[src/include/tvss_map.svh]
// Register offsets, field positions, standard codes and timing for the
// TV sound standard select and routing block.
// Assumes a 100 MHz system clock and a classic Wishbone register bus.
`ifndef TVSS_MAP_SVH
`define TVSS_MAP_SVH

`define TVSS_CLK_MHZ 100
// Byte addresses of the registers
`define TVSS_ADR_STDSEL 8'h00
`define TVSS_ADR_CTRL 8'h04
`define TVSS_ADR_STATUS 8'h08
`define TVSS_ADR_SRCSEL 8'h0C
`define TVSS_ADR_CFG 8'h10
// Control register fields
`define TVSS_CTRL_AUTO 0
`define TVSS_CTRL_MUTE 1
`define TVSS_CTRL_MAT_LO 2
`define TVSS_CTRL_MAT_HI 3
// Standard codes
`define TVSS_STD_NONE 8'h00
`define TVSS_STD_AUTODET 8'h01
`define TVSS_STD_KOREA 8'h02
`define TVSS_STD_BG_FM 8'h03
`define TVSS_STD_DK1_FM 8'h04
`define TVSS_STD_DK2_FM 8'h05
`define TVSS_STD_DK3_FM 8'h07
`define TVSS_STD_BG_NIC 8'h08
`define TVSS_STD_L_NIC 8'h09
`define TVSS_STD_I_NIC 8'h0A
`define TVSS_STD_DK_NIC 8'h0B
`define TVSS_STD_DK_NIC_HD 8'h0C
`define TVSS_STD_DK_NIC_HD2 8'h0D
`define TVSS_STD_BTSC 8'h20
`define TVSS_STD_BTSC_SAP 8'h21
`define TVSS_STD_JAPAN 8'h30
`define TVSS_STD_RADIO 8'h40
// Timing: probe dwell, NICAM fallback and recovery
`define TVSS_ALT_MS 500
`define TVSS_FALLBACK_MS 100
`define TVSS_RECOVER_MS 1000

`endif

[src/include/tvss_pkg.sv]
// Types shared by the TV sound standard select and routing block.
// Constants live in tvss_map.svh.
package tvss_pkg;

    typedef enum logic [1:0] {
        TVSS_IDLE = 2'b00,
        TVSS_DETECT = 2'b01,
        TVSS_RUN = 2'b11
    } tvss_fsm_t;

    typedef enum logic [1:0] {
        TVSS_MODE_MONO = 2'h0,
        TVSS_MODE_STEREO = 2'h1,
        TVSS_MODE_BILING = 2'h2,
        TVSS_MODE_SAP = 2'h3
    } tvss_mode_t;

    typedef enum logic [1:0] {
        TVSS_DEEM_50US = 2'h0,
        TVSS_DEEM_75US = 2'h1,
        TVSS_DEEM_NICAM = 2'h2,
        TVSS_DEEM_OFF = 2'h3
    } tvss_deem_t;

    // What one side of a source channel carries
    typedef enum logic [3:0] {
        TVSS_SIG_ANA_MONO = 4'h0,
        TVSS_SIG_ANA_L = 4'h1,
        TVSS_SIG_ANA_R = 4'h2,
        TVSS_SIG_ANA_A = 4'h3,
        TVSS_SIG_ANA_B = 4'h4,
        TVSS_SIG_NIC_MONO = 4'h5,
        TVSS_SIG_NIC_L = 4'h6,
        TVSS_SIG_NIC_R = 4'h7,
        TVSS_SIG_NIC_A = 4'h8,
        TVSS_SIG_NIC_B = 4'h9,
        TVSS_SIG_SAP = 4'hA
    } tvss_sig_t;

    // Primary / secondary analog input paths
    typedef enum logic [1:0] {
        TVSS_IN_FM1 = 2'h0,
        TVSS_IN_CAR2 = 2'h1,
        TVSS_IN_MPX = 2'h2,
        TVSS_IN_SAP = 2'h3
    } tvss_in_t;

    typedef struct packed {
        tvss_sig_t left;
        tvss_sig_t right;
    } tvss_route_t;

    // Identification and carrier status from the demodulator DSP
    typedef struct packed {
        logic [1:0] carrierOk;
        tvss_mode_t fmIdent;
        tvss_mode_t nicamMode;
        logic nicamBad;
        logic pilot;
        logic sap;
        logic detValid;
        logic [7:0] detStd;
    } tvss_demod_stat_t;

    // Settings that steer the demodulator DSP
    typedef struct packed {
        logic [7:0] std;
        tvss_deem_t deemph;
        tvss_mode_t dematrix;
        logic [1:0] chMute;
        logic nicamSel;
        logic fmMonoHold;
        tvss_in_t primIn;
        tvss_in_t secIn;
    } tvss_cfg_t;

endpackage

[src/verilog/tvss_ctrl.sv]
// Standard select, automatic sound select and source channel routing
// for a multistandard TV sound demodulator, with a classic Wishbone
// register slave. Assumes the demodulator status comes from logic on clk.
//
// Function
// - One standard code write sets every demodulator parameter.
// - Auto-detect finds, adopts and reports the present standard.
// - Standard write enables carrier mute; carrierless channel muted, flagged.
// - Two-carrier FM: demodulate both, identify from second carrier.
// - Dematrix manual or automatic; deemphasis from standard code alone.
// - Auto select sets dematrix from identification, no host writes.
// - Auto select alternates B/G dual-FM and B/G NICAM.
// - Same alternation over D/K dual-FM and D/K NICAM.
// - Alternate only without identification; keep an identified standard.
// - Alternation inaudible; output stays on shared FM mono.
// - Bad NICAM falls back to analog mono, returns, with hysteresis.
// - FM-ident standards give mono, stereo or bilingual in all sources.
// - NICAM C-bits choose mode; source 0 analog mono; unusable gives mono.
// - BTSC and radio: pilot gives stereo; SAP carrier detected.
// - BTSC-SAP outputs SAP when present, else BTSC stereo.
// - Four source channels; each output picks one by its select.
// - Source 0: analog mono, stereo or bilingual A/B; analog mono only for NICAM.
// - Source 1: mono/stereo; bilingual puts A left, B right.
// - Sources 3 and 4 carry language A resp. B on both sides.
// - Primary: mono carrier or sum; secondary: second carrier, difference, SAP.
// - With auto select the host may leave output matrices at stereo.
//
// Register access over Wishbone and the address map were left to the implementer.
`timescale 1ns/1ns
`include "tvss_map.svh"

module tvss_ctrl #(
    parameter int ALT_CYCLES = `TVSS_ALT_MS * `TVSS_CLK_MHZ * 1000,
    parameter int FALLBACK_CYCLES = `TVSS_FALLBACK_MS * `TVSS_CLK_MHZ * 1000,
    parameter int RECOVER_CYCLES = `TVSS_RECOVER_MS * `TVSS_CLK_MHZ * 1000
) (
    input wire logic clk,
    input wire logic rst,
    input wire logic ce,
    input wire logic wb_cyc_i,
    input wire logic wb_stb_i,
    input wire logic wb_we_i,
    input wire logic [7:0] wb_adr_i,
    input wire logic [3:0] wb_sel_i,
    input wire logic [31:0] wb_dat_i,
    output logic [31:0] wb_dat_o,
    output logic wb_ack_o,
    input wire tvss_pkg::tvss_demod_stat_t demodStat,
    output tvss_pkg::tvss_cfg_t demodCfg,
    output tvss_pkg::tvss_route_t [3:0] outRoute
);
    import tvss_pkg::*;

    typedef struct packed {
        tvss_fsm_t fsm;
        logic [7:0] std;
        logic autoSel;
        logic muteEn;
        tvss_mode_t manMatrix;
        logic [3:0][2:0] srcSel;
        logic [31:0] altCnt;
        logic [31:0] nicCnt;
        logic nicamUse;
        logic ack;
        logic [31:0] rdat;
        tvss_cfg_t cfg;
        tvss_route_t [3:0] route;
    } tvss_state_t;

    tvss_state_t state_ff;
    tvss_state_t nxt_state;
    tvss_route_t [4:0] srcChan;
    tvss_mode_t curMode;
    logic nicStd;
    logic bgGroup;
    logic dkGroup;
    logic identFound;

    function automatic logic isNicam(input logic [7:0] c);
        return c == `TVSS_STD_BG_NIC || c == `TVSS_STD_L_NIC ||
            c == `TVSS_STD_I_NIC || c == `TVSS_STD_DK_NIC ||
            c == `TVSS_STD_DK_NIC_HD || c == `TVSS_STD_DK_NIC_HD2;
    endfunction

    // Next member of a mono-compatible ring
    function automatic logic [7:0] nextCompat(input logic [7:0] c);
        case (c)
            `TVSS_STD_BG_FM: nextCompat = `TVSS_STD_BG_NIC;
            `TVSS_STD_BG_NIC: nextCompat = `TVSS_STD_BG_FM;
            `TVSS_STD_DK1_FM: nextCompat = `TVSS_STD_DK2_FM;
            `TVSS_STD_DK2_FM: nextCompat = `TVSS_STD_DK3_FM;
            `TVSS_STD_DK3_FM: nextCompat = `TVSS_STD_DK_NIC;
            `TVSS_STD_DK_NIC: nextCompat = `TVSS_STD_DK1_FM;
            default: nextCompat = c;
        endcase
    endfunction

    function automatic tvss_deem_t deemFor(input logic [7:0] c);
        if (isNicam(c)) begin
            deemFor = TVSS_DEEM_NICAM;
        end else if (c == `TVSS_STD_KOREA || c == `TVSS_STD_BTSC ||
                c == `TVSS_STD_BTSC_SAP || c == `TVSS_STD_JAPAN ||
                c == `TVSS_STD_RADIO) begin
            deemFor = TVSS_DEEM_75US;
        end else if (c == `TVSS_STD_NONE || c == `TVSS_STD_AUTODET) begin
            deemFor = TVSS_DEEM_OFF;
        end else begin
            deemFor = TVSS_DEEM_50US;
        end
    endfunction

    function automatic logic [31:0] laneMask(input logic [3:0] sel);
        return {{8{sel[3]}}, {8{sel[2]}}, {8{sel[1]}}, {8{sel[0]}}};
    endfunction

    function automatic tvss_route_t pair(input tvss_sig_t l,
            input tvss_sig_t r);
        pair.left = l;
        pair.right = r;
    endfunction

    assign nicStd = isNicam(state_ff.std);
    assign bgGroup = state_ff.std == `TVSS_STD_BG_FM ||
        state_ff.std == `TVSS_STD_BG_NIC;
    assign dkGroup = state_ff.std == `TVSS_STD_DK1_FM ||
        state_ff.std == `TVSS_STD_DK2_FM ||
        state_ff.std == `TVSS_STD_DK3_FM || state_ff.std == `TVSS_STD_DK_NIC;

    // Broadcast sound mode of the active standard
    always_comb begin
        curMode = TVSS_MODE_MONO;
        if (nicStd) begin
            if (state_ff.nicamUse) begin
                curMode = demodStat.nicamMode;
            end
        end else if (state_ff.std == `TVSS_STD_BTSC ||
                state_ff.std == `TVSS_STD_RADIO) begin
            if (demodStat.pilot) begin
                curMode = TVSS_MODE_STEREO;
            end
        end else if (state_ff.std == `TVSS_STD_BTSC_SAP) begin
            if (demodStat.sap) begin
                curMode = TVSS_MODE_SAP;
            end else if (demodStat.pilot) begin
                curMode = TVSS_MODE_STEREO;
            end
        end else begin
            curMode = demodStat.fmIdent;
        end
    end

    // NICAM identifies only while decoded
    assign identFound = nicStd ? (state_ff.nicamUse &&
        demodStat.nicamMode != TVSS_MODE_MONO) :
        demodStat.fmIdent != TVSS_MODE_MONO;

    // Source channel contents; index 2 is not a demodulator channel
    always_comb begin
        srcChan = '0;
        case (curMode)
            TVSS_MODE_STEREO: begin
                if (nicStd) begin
                    srcChan[1] = pair(TVSS_SIG_NIC_L, TVSS_SIG_NIC_R);
                end else begin
                    srcChan[1] = pair(TVSS_SIG_ANA_L, TVSS_SIG_ANA_R);
                end
                srcChan[3] = srcChan[1];
                srcChan[4] = srcChan[1];
            end
            TVSS_MODE_BILING: begin
                if (nicStd) begin
                    srcChan[1] = pair(TVSS_SIG_NIC_A, TVSS_SIG_NIC_B);
                    srcChan[3] = pair(TVSS_SIG_NIC_A, TVSS_SIG_NIC_A);
                    srcChan[4] = pair(TVSS_SIG_NIC_B, TVSS_SIG_NIC_B);
                end else begin
                    srcChan[1] = pair(TVSS_SIG_ANA_A, TVSS_SIG_ANA_B);
                    srcChan[3] = pair(TVSS_SIG_ANA_A, TVSS_SIG_ANA_A);
                    srcChan[4] = pair(TVSS_SIG_ANA_B, TVSS_SIG_ANA_B);
                end
            end
            TVSS_MODE_SAP: begin
                srcChan[1] = pair(TVSS_SIG_ANA_MONO, TVSS_SIG_SAP);
                srcChan[3] = pair(TVSS_SIG_ANA_MONO, TVSS_SIG_ANA_MONO);
                srcChan[4] = pair(TVSS_SIG_SAP, TVSS_SIG_SAP);
            end
            default: begin
                if (nicStd && state_ff.nicamUse) begin
                    srcChan[1] = pair(TVSS_SIG_NIC_MONO, TVSS_SIG_NIC_MONO);
                end else begin
                    srcChan[1] = pair(TVSS_SIG_ANA_MONO, TVSS_SIG_ANA_MONO);
                end
                srcChan[3] = srcChan[1];
                srcChan[4] = srcChan[1];
            end
        endcase
        // Source 0 never carries digital sound
        if (nicStd || curMode == TVSS_MODE_SAP) begin
            srcChan[0] = pair(TVSS_SIG_ANA_MONO, TVSS_SIG_ANA_MONO);
        end else if (curMode == TVSS_MODE_BILING) begin
            srcChan[0] = srcChan[1];
        end else begin
            srcChan[0] = srcChan[1];
        end
        srcChan[2] = srcChan[0];
    end

    always_comb begin
        logic [31:0] m;
        logic [31:0] old;
        logic hit;
        nxt_state = state_ff;
        m = laneMask(wb_sel_i) & wb_dat_i;
        old = '0;
        hit = wb_cyc_i && wb_stb_i && !state_ff.ack;
        nxt_state.ack = hit;
        nxt_state.rdat = '0;

        case (state_ff.fsm)
            TVSS_DETECT: begin
                if (demodStat.detValid) begin
                    nxt_state.std = demodStat.detStd;
                    nxt_state.fsm = TVSS_RUN;
                end
            end
            TVSS_RUN: begin
                // Probe compatible standards until identified
                if (state_ff.autoSel && (bgGroup || dkGroup) &&
                        !identFound) begin
                    if (state_ff.altCnt >= 32'(ALT_CYCLES - 1)) begin
                        nxt_state.altCnt = '0;
                        nxt_state.std = nextCompat(state_ff.std);
                    end else begin
                        nxt_state.altCnt = state_ff.altCnt + 32'h1;
                    end
                end else begin
                    nxt_state.altCnt = '0;
                end
            end
            default: nxt_state.altCnt = '0;
        endcase

        // Asymmetric counts give the fallback its hysteresis
        if (!nicStd) begin
            nxt_state.nicamUse = 1'b1;
            nxt_state.nicCnt = '0;
        end else if (state_ff.nicamUse == demodStat.nicamBad) begin
            if (state_ff.nicamUse &&
                    state_ff.nicCnt >= 32'(FALLBACK_CYCLES - 1)) begin
                nxt_state.nicamUse = 1'b0;
                nxt_state.nicCnt = '0;
            end else if (!state_ff.nicamUse &&
                    state_ff.nicCnt >= 32'(RECOVER_CYCLES - 1)) begin
                nxt_state.nicamUse = 1'b1;
                nxt_state.nicCnt = '0;
            end else begin
                nxt_state.nicCnt = state_ff.nicCnt + 32'h1;
            end
        end else begin
            nxt_state.nicCnt = '0;
        end

        if (hit) begin
            case (wb_adr_i)
                `TVSS_ADR_STDSEL: old = {24'h0, state_ff.std};
                `TVSS_ADR_CTRL: old = {28'h0, state_ff.manMatrix,
                    state_ff.muteEn, state_ff.autoSel};
                `TVSS_ADR_STATUS: old = {22'h0, state_ff.fsm,
                    demodStat.sap, demodStat.pilot, state_ff.nicamUse,
                    curMode, state_ff.cfg.chMute, 1'b0};
                `TVSS_ADR_SRCSEL: old = {20'h0, state_ff.srcSel};
                `TVSS_ADR_CFG: old = {20'h0, state_ff.cfg.primIn,
                    state_ff.cfg.secIn, state_ff.cfg.dematrix,
                    state_ff.cfg.deemph, 4'h0};
                default: old = '0;
            endcase
            nxt_state.rdat = old;
            m = m | (old & ~laneMask(wb_sel_i));
            if (wb_we_i) begin
                case (wb_adr_i)
                    `TVSS_ADR_STDSEL: begin
                        nxt_state.std = m[7:0];
                        nxt_state.muteEn = 1'b1;
                        nxt_state.altCnt = '0;
                        nxt_state.nicamUse = 1'b1;
                        nxt_state.nicCnt = '0;
                        nxt_state.fsm = (m[7:0] == `TVSS_STD_AUTODET) ?
                            TVSS_DETECT : TVSS_RUN;
                    end
                    `TVSS_ADR_CTRL: begin
                        nxt_state.autoSel = m[`TVSS_CTRL_AUTO];
                        nxt_state.muteEn = m[`TVSS_CTRL_MUTE];
                        nxt_state.manMatrix = tvss_mode_t'(
                            m[`TVSS_CTRL_MAT_HI:`TVSS_CTRL_MAT_LO]);
                    end
                    `TVSS_ADR_SRCSEL: nxt_state.srcSel = m[11:0];
                    default: ;
                endcase
            end
        end

        // Demodulator settings follow the standard code
        nxt_state.cfg.std = state_ff.std;
        nxt_state.cfg.deemph = deemFor(state_ff.std);
        nxt_state.cfg.dematrix = state_ff.autoSel ? curMode :
            state_ff.manMatrix;
        nxt_state.cfg.chMute = {2{state_ff.muteEn}} &
            ~demodStat.carrierOk;
        nxt_state.cfg.nicamSel = nicStd && state_ff.nicamUse;
        nxt_state.cfg.fmMonoHold = state_ff.autoSel &&
            (bgGroup || dkGroup) && !identFound;
        nxt_state.cfg.primIn = (state_ff.std == `TVSS_STD_BTSC ||
            state_ff.std == `TVSS_STD_BTSC_SAP ||
            state_ff.std == `TVSS_STD_JAPAN ||
            state_ff.std == `TVSS_STD_RADIO) ? TVSS_IN_MPX : TVSS_IN_FM1;
        if (state_ff.std == `TVSS_STD_BTSC_SAP && demodStat.sap) begin
            nxt_state.cfg.secIn = TVSS_IN_SAP;
        end else begin
            nxt_state.cfg.secIn = (nxt_state.cfg.primIn == TVSS_IN_MPX) ?
                TVSS_IN_MPX : TVSS_IN_CAR2;
        end
        // Probing holds every output on analog mono
        for (int i = 0; i < 4; i++) begin
            if (nxt_state.cfg.fmMonoHold) begin
                nxt_state.route[i] = pair(TVSS_SIG_ANA_MONO,
                    TVSS_SIG_ANA_MONO);
            end else if (state_ff.srcSel[i] <= 3'h4) begin
                nxt_state.route[i] = srcChan[state_ff.srcSel[i]];
            end else begin
                nxt_state.route[i] = srcChan[0];
            end
        end
    end

    always_ff @(posedge clk or posedge rst) begin
        if (rst) begin
            state_ff <= '0;
        end else if (ce) begin
            state_ff <= nxt_state;
        end
    end

    assign wb_ack_o = state_ff.ack;
    assign wb_dat_o = state_ff.rdat;
    assign demodCfg = state_ff.cfg;
    assign outRoute = state_ff.route;

endmodule

[config.mk]
export PLATFORM = sky130hd
export DESIGN_NAME = tvss_ctrl
export DESIGN_NICKNAME = d
export VERILOG_FILES = /design/src/include/tvss_pkg.sv /design/src/verilog/tvss_ctrl.sv
export VERILOG_INCLUDE_DIRS = /design/src /design/src/include
export SDC_FILE = /design/constraint.sdc
export NUM_CORES = 1
export LEC_CHECK = 0
export BUFFER_PORTS_ARGS = -buffer_cell sky130_fd_sc_hd__buf_2
export CAP_MARGIN = 15
export CELL_PAD_IN_SITES_DETAIL_PLACEMENT = 1
export CELL_PAD_IN_SITES_GLOBAL_PLACEMENT = 1
export CORE_MARGIN = 1
export CORE_UTILIZATION = 48
export CTS_BUF_LIST = sky130_fd_sc_hd__clkbuf_4
export DETAILED_ROUTE_END_ITERATION = 16
export PLACE_DENSITY_LB_ADDON = 0.1
export SLEW_MARGIN = 10
export SYNTH_ARGS = -nofsm -noshare
export SYNTH_HDL_FRONTEND = slang
export SYNTH_SLANG_ARGS = --single-unit
[constraint.sdc]
create_clock -name clk -period 8.3 [get_ports clk]
set_clock_uncertainty 0.1 [all_clocks]
set_input_delay 0.415 -clock clk [delete_from_list [all_inputs] [get_ports clk]]
set_output_delay 0.415 -clock clk [all_outputs]
set_load 0.01 [all_outputs]
# [Word-level counts from Yosys, hierarchy flattened]
# Cells that the tools add are included.
[totals] regBits=176 out_inout_bits=85
[classes] n_addsub=2 n_lt_le_gt_ge=11 eq_ne=28 muxes=64 n_bitwise=6 n_reduce_logical=40
[ops] op="32-bit two-way mux" count=6
[ops] op="91-bit two-way mux" count=2
[ops] op="8-bit two-way mux" count=16
[ops] op="8-bit binary-select mux with 3-bit select" count=4
[ops] op="33-bit two-way mux" count=2
[ops] op="65-bit two-way mux" count=1
[ops] op="32-bit by 1-bit adder with 32-bit output (second input constant)" count=2
[ops] op="8-bit by 4-bit == test with 1-bit output (second input constant)" count=8
[ops] op="32-bit case mux with 2 select lines" count=1
[ops] op="12-bit case mux with 5 select lines" count=1
[ops] op="16-bit case mux with 3 select lines" count=1
[ops] op="8-bit case mux with 6 select lines" count=1
[ops] op="8-bit by 3-bit == test with 1-bit output (second input constant)" count=4
[ops] op="32-bit by 24-bit >= comparator with 1-bit output (second input constant)" count=1
[ops] op="32-bit by 26-bit >= comparator with 1-bit output (second input constant)" count=1
[ops] op="32-bit by 27-bit >= comparator with 1-bit output (second input constant)" count=1
[ops] op="2-bit two-way mux" count=15
[ops] op="12-bit AND" count=2
[ops] op="8-bit by 6-bit == test with 1-bit output (second input constant)" count=3
[ops] op="8-bit case mux with 3 select lines" count=1
[ops] op="1-bit logical OR" count=20
[ops] op="10-bit two-way mux" count=2
[ops] op="8-bit by 1-bit == test with 1-bit output (second input constant)" count=2
[ops] op="8-bit by 2-bit == test with 1-bit output (second input constant)" count=2
[ops] op="22 further kinds" count=52

# [Longest topological paths before layout]
[depth] word_depth=16 mapped_depth=10 mapped_depth_nobuf=8

# [Least setup slack after synthesis]
# No wires, ideal clock.
[synth_path] path_kind="flip-flop to flip-flop" from="register state_ff[86] (netlist name)" to="register state_ff[89] (netlist name)" setup_ps=138 arrival_ps=2466 setup_slack_ps=5595 stages_incl_launch_ff=11 n_path_buf=2 synth_period_minus_slack_ps=2705 cell_sequence="dfrtp_1 ha_1 nand3_1 or3_1 a31oi_1 o211ai_1 and3_1 clkbuf_1 o21ai_0 clkbuf_1 o211ai_1"
[synth_via] elab_chain_len=9 word_cells_on_any_way=12 cone_classes="1 x add/sub; 2 x order compare; 7 x mux; 2 x reduce/logical"
[synth_rtl] item="from (decl)" line_no="tvss_ctrl.sv:70" source="tvss_state_t state_ff;"
[synth_rtl] item="from (signal assigned)" line_no="tvss_ctrl.sv:338" source="state_ff <= nxt_state;"
[synth_rtl] item="32-bit by 27-bit >= comparator with 1-bit output" line_no="tvss_ctrl.sv:252" source="state_ff.nicCnt >= 32'(RECOVER_CYCLES - 1)) begin"
[synth_rtl] item="1-bit logical AND" line_no="tvss_ctrl.sv:251" source="end else if (!state_ff.nicamUse &&"
[synth_rtl] item="32-bit two-way mux" line_no="tvss_ctrl.sv:251"
[synth_rtl] item="33-bit two-way mux (*)" line_no="tvss_ctrl.sv:247" source="if (state_ff.nicamUse &&"
[synth_rtl] item="32-bit two-way mux (*)" line_no="tvss_ctrl.sv:246" source="end else if (state_ff.nicamUse == demodStat.nicamBad) begin"
[synth_rtl] item="33-bit two-way mux (*)" line_no="tvss_ctrl.sv:243" source="if (!nicStd) begin"
[synth_rtl] item="65-bit two-way mux" line_no="tvss_ctrl.sv:279" source="case (wb_adr_i)"
[synth_rtl] item="91-bit two-way mux" line_no="tvss_ctrl.sv:278" source="if (wb_we_i) begin"
[synth_rtl] item="91-bit two-way mux (*)" line_no="tvss_ctrl.sv:262" source="if (hit) begin"
# Every way passes the cells marked *; elsewhere a longest branch is shown, timed or not.
# A chain may end at the register's enable or synchronous reset.

# [Worst setup path after layout]
[layout_path] from="register state_ff (netlist bit nxt_state[45])" to="register state_ff (netlist bit outRoute[1])"
[layout_via] elab_chain_len=14 word_cells_on_any_way=43 cone_classes="16 x eq/ne; 12 x mux; 15 x reduce/logical"
[layout_rtl] item="8-bit by 4-bit == test with 1-bit output"
[layout_rtl] item="1-bit logical OR (no source line) (5 in a row)"
[layout_rtl] item="2-bit two-way mux" line_no="tvss_ctrl.sv:132" source="if (nicStd) begin"
[layout_rtl] item="2-bit == test, or another cell as far along" line_no="tvss_ctrl.sv:160, tvss_ctrl.sv:197"
[layout_rtl] item="8-bit case mux with 3 select lines or 1-bit logical OR (tied branches)" line_no="tvss_ctrl.sv:160, tvss_ctrl.sv:197"
[layout_rtl] item="8-bit two-way mux" line_no="tvss_ctrl.sv:197" source="if (nicStd || curMode == TVSS_MODE_SAP) begin"
[layout_rtl] item="8-bit binary-select mux with 3-bit select" line_no="tvss_ctrl.sv:327" source="nxt_state.route[i] = srcChan[state_ff.srcSel[i]];"
[layout_rtl] item="8-bit two-way mux (implied by the code)" line_no="tvss_ctrl.sv:327"
[layout_rtl] item="8-bit two-way mux" line_no="tvss_ctrl.sv:326" source="end else if (state_ff.srcSel[i] <= 3'h4) begin"
[layout_rtl] item="8-bit two-way mux (*)" line_no="tvss_ctrl.sv:323" source="if (nxt_state.cfg.fmMonoHold) begin"
# Every way passes the cells marked *; elsewhere a longest branch is shown, timed or not. The select of a mux whose other input is x is not followed.

==> flow_metrics.env <==
export IMPL_status="complete, no violations"
export IMPL_timing_slew_headroom=0.248
export IMPL_reg2reg_slack_ns=4.54
export IMPL_syn_area_um2=9810
export IMPL_critPathKind="flip-flop to flip-flop"
export IMPL_dr_pass1_iters=5
export IMPL_powerDensity_nw_per_um2=163
export IMPL_hold_end="state_ff[158]"
export IMPL_start_util=0.497
export IMPL_hold_class="input port to flip-flop"
export IMPL_cts_buffers=17
export IMPL_ant_nets=0
export IMPL_avgSynthCellArea_um2=8.49
export IMPL_peakVddDrop_uv=80.8
export IMPL_drc_errors=0
export IMPL_worstMarginPinSlew_ns=1.13
export IMPL_wl_per_cell_um=21.0
export IMPL_rsz0062_at_grt="no"
export IMPL_cts_clk_slew_worst_paths_ns=0.15
export IMPL_ys_dominant_reg_cell="dfrtp_1"
export IMPL_overflow=0
export IMPL_cpPeakStageDelay_ns=0.87
export IMPL_synth_xor_area_frac=0.000893
export IMPL_fin_crit_ns=3.76
export IMPL_fp_dieW_um=145
export IMPL_clock_sinks=155
export IMPL_synth_edf_count=0
export IMPL_dp_hpwl_um=21100
export IMPL_cp_arrival_ns=4.18
export IMPL_synth_area_leaders="dfrtp_1 40%, buf_4 6.4%, nand2_1 4.7%, a21oi_1 3.8%, o21ai_0 3.7%"
export IMPL_synth_fa_ha_area_frac=0.00255
export IMPL_finalWorstSetupSlack_ns=4.54
export IMPL_grt_pass1_wl_um=49300
export IMPL_clk_latency_ns=0.60
export IMPL_finalHoldViolations=0
export IMPL_min_from="wb_dat_i[8]"
export IMPL_clockBufferDepth=2
export IMPL_wl_um=30400
export IMPL_ctsResizeCount=0
export IMPL_crit_path_top_delay_cell="a211oi_2"
export IMPL_end_kind="flip-flop"
export IMPL_ys_ff_latch=155
export IMPL_period_share=0.453
export IMPL_core_area_um2=19700
export IMPL_synth_top_family_by_area="compound AO/OA/AOI/OAI gates"
export IMPL_crit_path_cell_trace="or3_1 > a211o_4 > a211oi_2 > nand2_1 > a221oi_1 > a31oi_1 > o2bb2ai_1"
export IMPL_grt_max_degree=80
export IMPL_synth_compound_area_frac=0.255
export IMPL_drtIter0Drc=623
export IMPL_pre_cts_slack_ns=4.73
export IMPL_yosys_area_share_simple=0.200
export IMPL_drive_above_1_share=0.162
export IMPL_vias_per_cell=6.28
export IMPL_port_buffer_count=109
export IMPL_grt_pass1_vias=9075
export IMPL_r2r_cells=7
export IMPL_yosysSeqAreaShare=0.395
export IMPL_holdPathStages=3
export IMPL_setup_viol=0
export IMPL_grtUsageTotal=0.296
export IMPL_yosys_area_top_type="dfrtp_1"
export IMPL_via_count=9057
export IMPL_cap_violations=0
export IMPL_synth_top_cell_area_share=0.395
export IMPL_fmax_mhz=266
export IMPL_netlist_instances=1155
export IMPL_htree_num_levels=4
export IMPL_die_h_um=145
export IMPL_cts_tree="built"
export IMPL_critical_path_buf_inv_count=0
export IMPL_synth_cell_types=73
export IMPL_pin_count=153
export IMPL_cp_data_required_time_ns=8.72
export IMPL_yosysWarnings=0
export IMPL_drv_slew=0
export IMPL_path_delay_family="compound AO/OA/AOI/OAI gates"
export IMPL_finalSetupTns_ns=0
export IMPL_ys_async_sr_fraction=1.00
export IMPL_p_leak_nw=4.43
export IMPL_crit_fanout=14
export IMPL_cts_root_buf="clkbuf_4"
export IMPL_antenna_found_initial=1
export IMPL_rows=51
export IMPL_worstReg2RegEnd="outRoute[1]"
export IMPL_synth_mux_area_frac=0.0381
export IMPL_r2r_start="nxt_state[45]"
export IMPL_nNetsFinal=1234
export IMPL_start_kind="flip-flop"
export IMPL_die_area_um2=21000
export IMPL_gp_congestion=0.870
export IMPL_area_delta_synth_final_pct=4.95
## tightest hold or removal path, delay by kind of cell
family,cells,cell delay [ns]
AO/OA/AOI/OAI,1,0.14
buffers and inverters,1,0.08
multiplexers,1,0.06
## cells by family after synthesis
logic type | after synthesis
AND/OR/NAND/NOR | 405
AO/OA/AOI/OAI | 363
buffers and inverters | 195
flip-flops | 155
multiplexers | 33
adder cells (fa/ha/maj) | 2
other | 1
XOR/XNOR | 1
## power breakdown
group	internal, mW	switching (mW)
clock	0.153	0.309
sequential	0.794	0.0463
combinational	0.117	0.262
total	1.06	0.617
## per-layer routing
layer  routed length [um]  share of wire  vias up  GRT usage
met4                  553          0.018        0     0.0915
met5                    0              0        -          0
li1                     -              -     4166          -
met3                 1530          0.050       51     0.0481
met2                14500           0.48      263      0.480
met1                13800           0.45     4577      0.403
## cells in the mapped netlist, types with 7 or more instances
library cell	number
clkbuf_1	60
or3_1	7
o21ai_0	73
nor3_1	32
a22o_1	10
o22ai_1	12
a21o_1	10
dfrtp_1	155
nor3b_1	10
a21oi_1	75
nand2b_1	7
and2_1	11
buf_4	84
nor2b_1	14
nand4_1	16
o211ai_1	34
mux2i_1	16
nor2_1	96
and3_1	14
nor4_1	15
o221ai_1	12
inv_1	36
o31ai_1	8
a211oi_1	7
a31oi_1	26
nand3_1	35
mux2_2	15
o2bb2ai_1	34
nand2_1	124
buf_1	9
## through the flow
| step | cell area (um^2) | power [mW] | instances | hold WS (ns) | utilization |
|---|---|---|---|---|---|
| final | 10300 | 1.68 | 1443 | 0.0414 | 0.522 |
| after global routing | 10300 | 1.76 | 1443 | 0.00730 | 0.522 |
| after CTS | 10300 | 1.69 | 1441 | 0.0126 | 0.521 |
| after detailed placement | 9940 | 1.23 | 1402 | 0.369 | 0.504 |
| after global placement | 9940 | 1.22 | 1401 | 0.360 | 0.504 |
| after floorplan | 9880 | 1.13 | 1175 | 0.352 | - |
## layout by cell type (no fill, tap or decap), drive strengths merged, types with 15 or more instances in the layout
cell type and n:
a21oi 75, a31oi 26, buf 120, clkbuf 17, conb 21, dfrtp 155
inv 42, mux2 15, mux2i 16, nand2 124, nand3 35, nand4 16
nor2 96, nor3 34, nor4 17, o211ai 34, o21ai 73, o2bb2ai 34
## how the worst max path moves through the flow
stage	endpoint	cells after the start	from	slack (ns)
floorplan	demodCfg[0]	1	rst	3.61
global placement	state_ff[124]	7	nxt_state[51]	4.78
detailed placement	state_ff[133]	7	nxt_state[51]	4.73
CTS	outRoute[1]	7	nxt_state[46]	4.65
global route	outRoute[1]	7	nxt_state[45]	4.41
finish	outRoute[1]	7	nxt_state[45]	4.54
## final cells by class
type                       count  area [um^2]
antenna                        1         2.50
clock buffer                  17          128
clock inverter                15          140
fill                        2390         9420
inverter                      37          144
multi-input combinational    825         4960
sequential                   155         3880
tap                          265          332
timing repair buffer         128          711
## registers in the layout, indices dropped and copies added, names as in the netlist
signal and cells:
wb_dat_o 12, state_ff 83, wb_ack_o 1, outRoute 32, demodCfg 19, nxt_state 8
## what timing repair did
action	CTS	global route
hold buffers	7	1
setup buffers	0	0
endpoints found under the setup margin	0	0
hold endpoints to repair	84	1
Power figures use the tool's default switching activity.
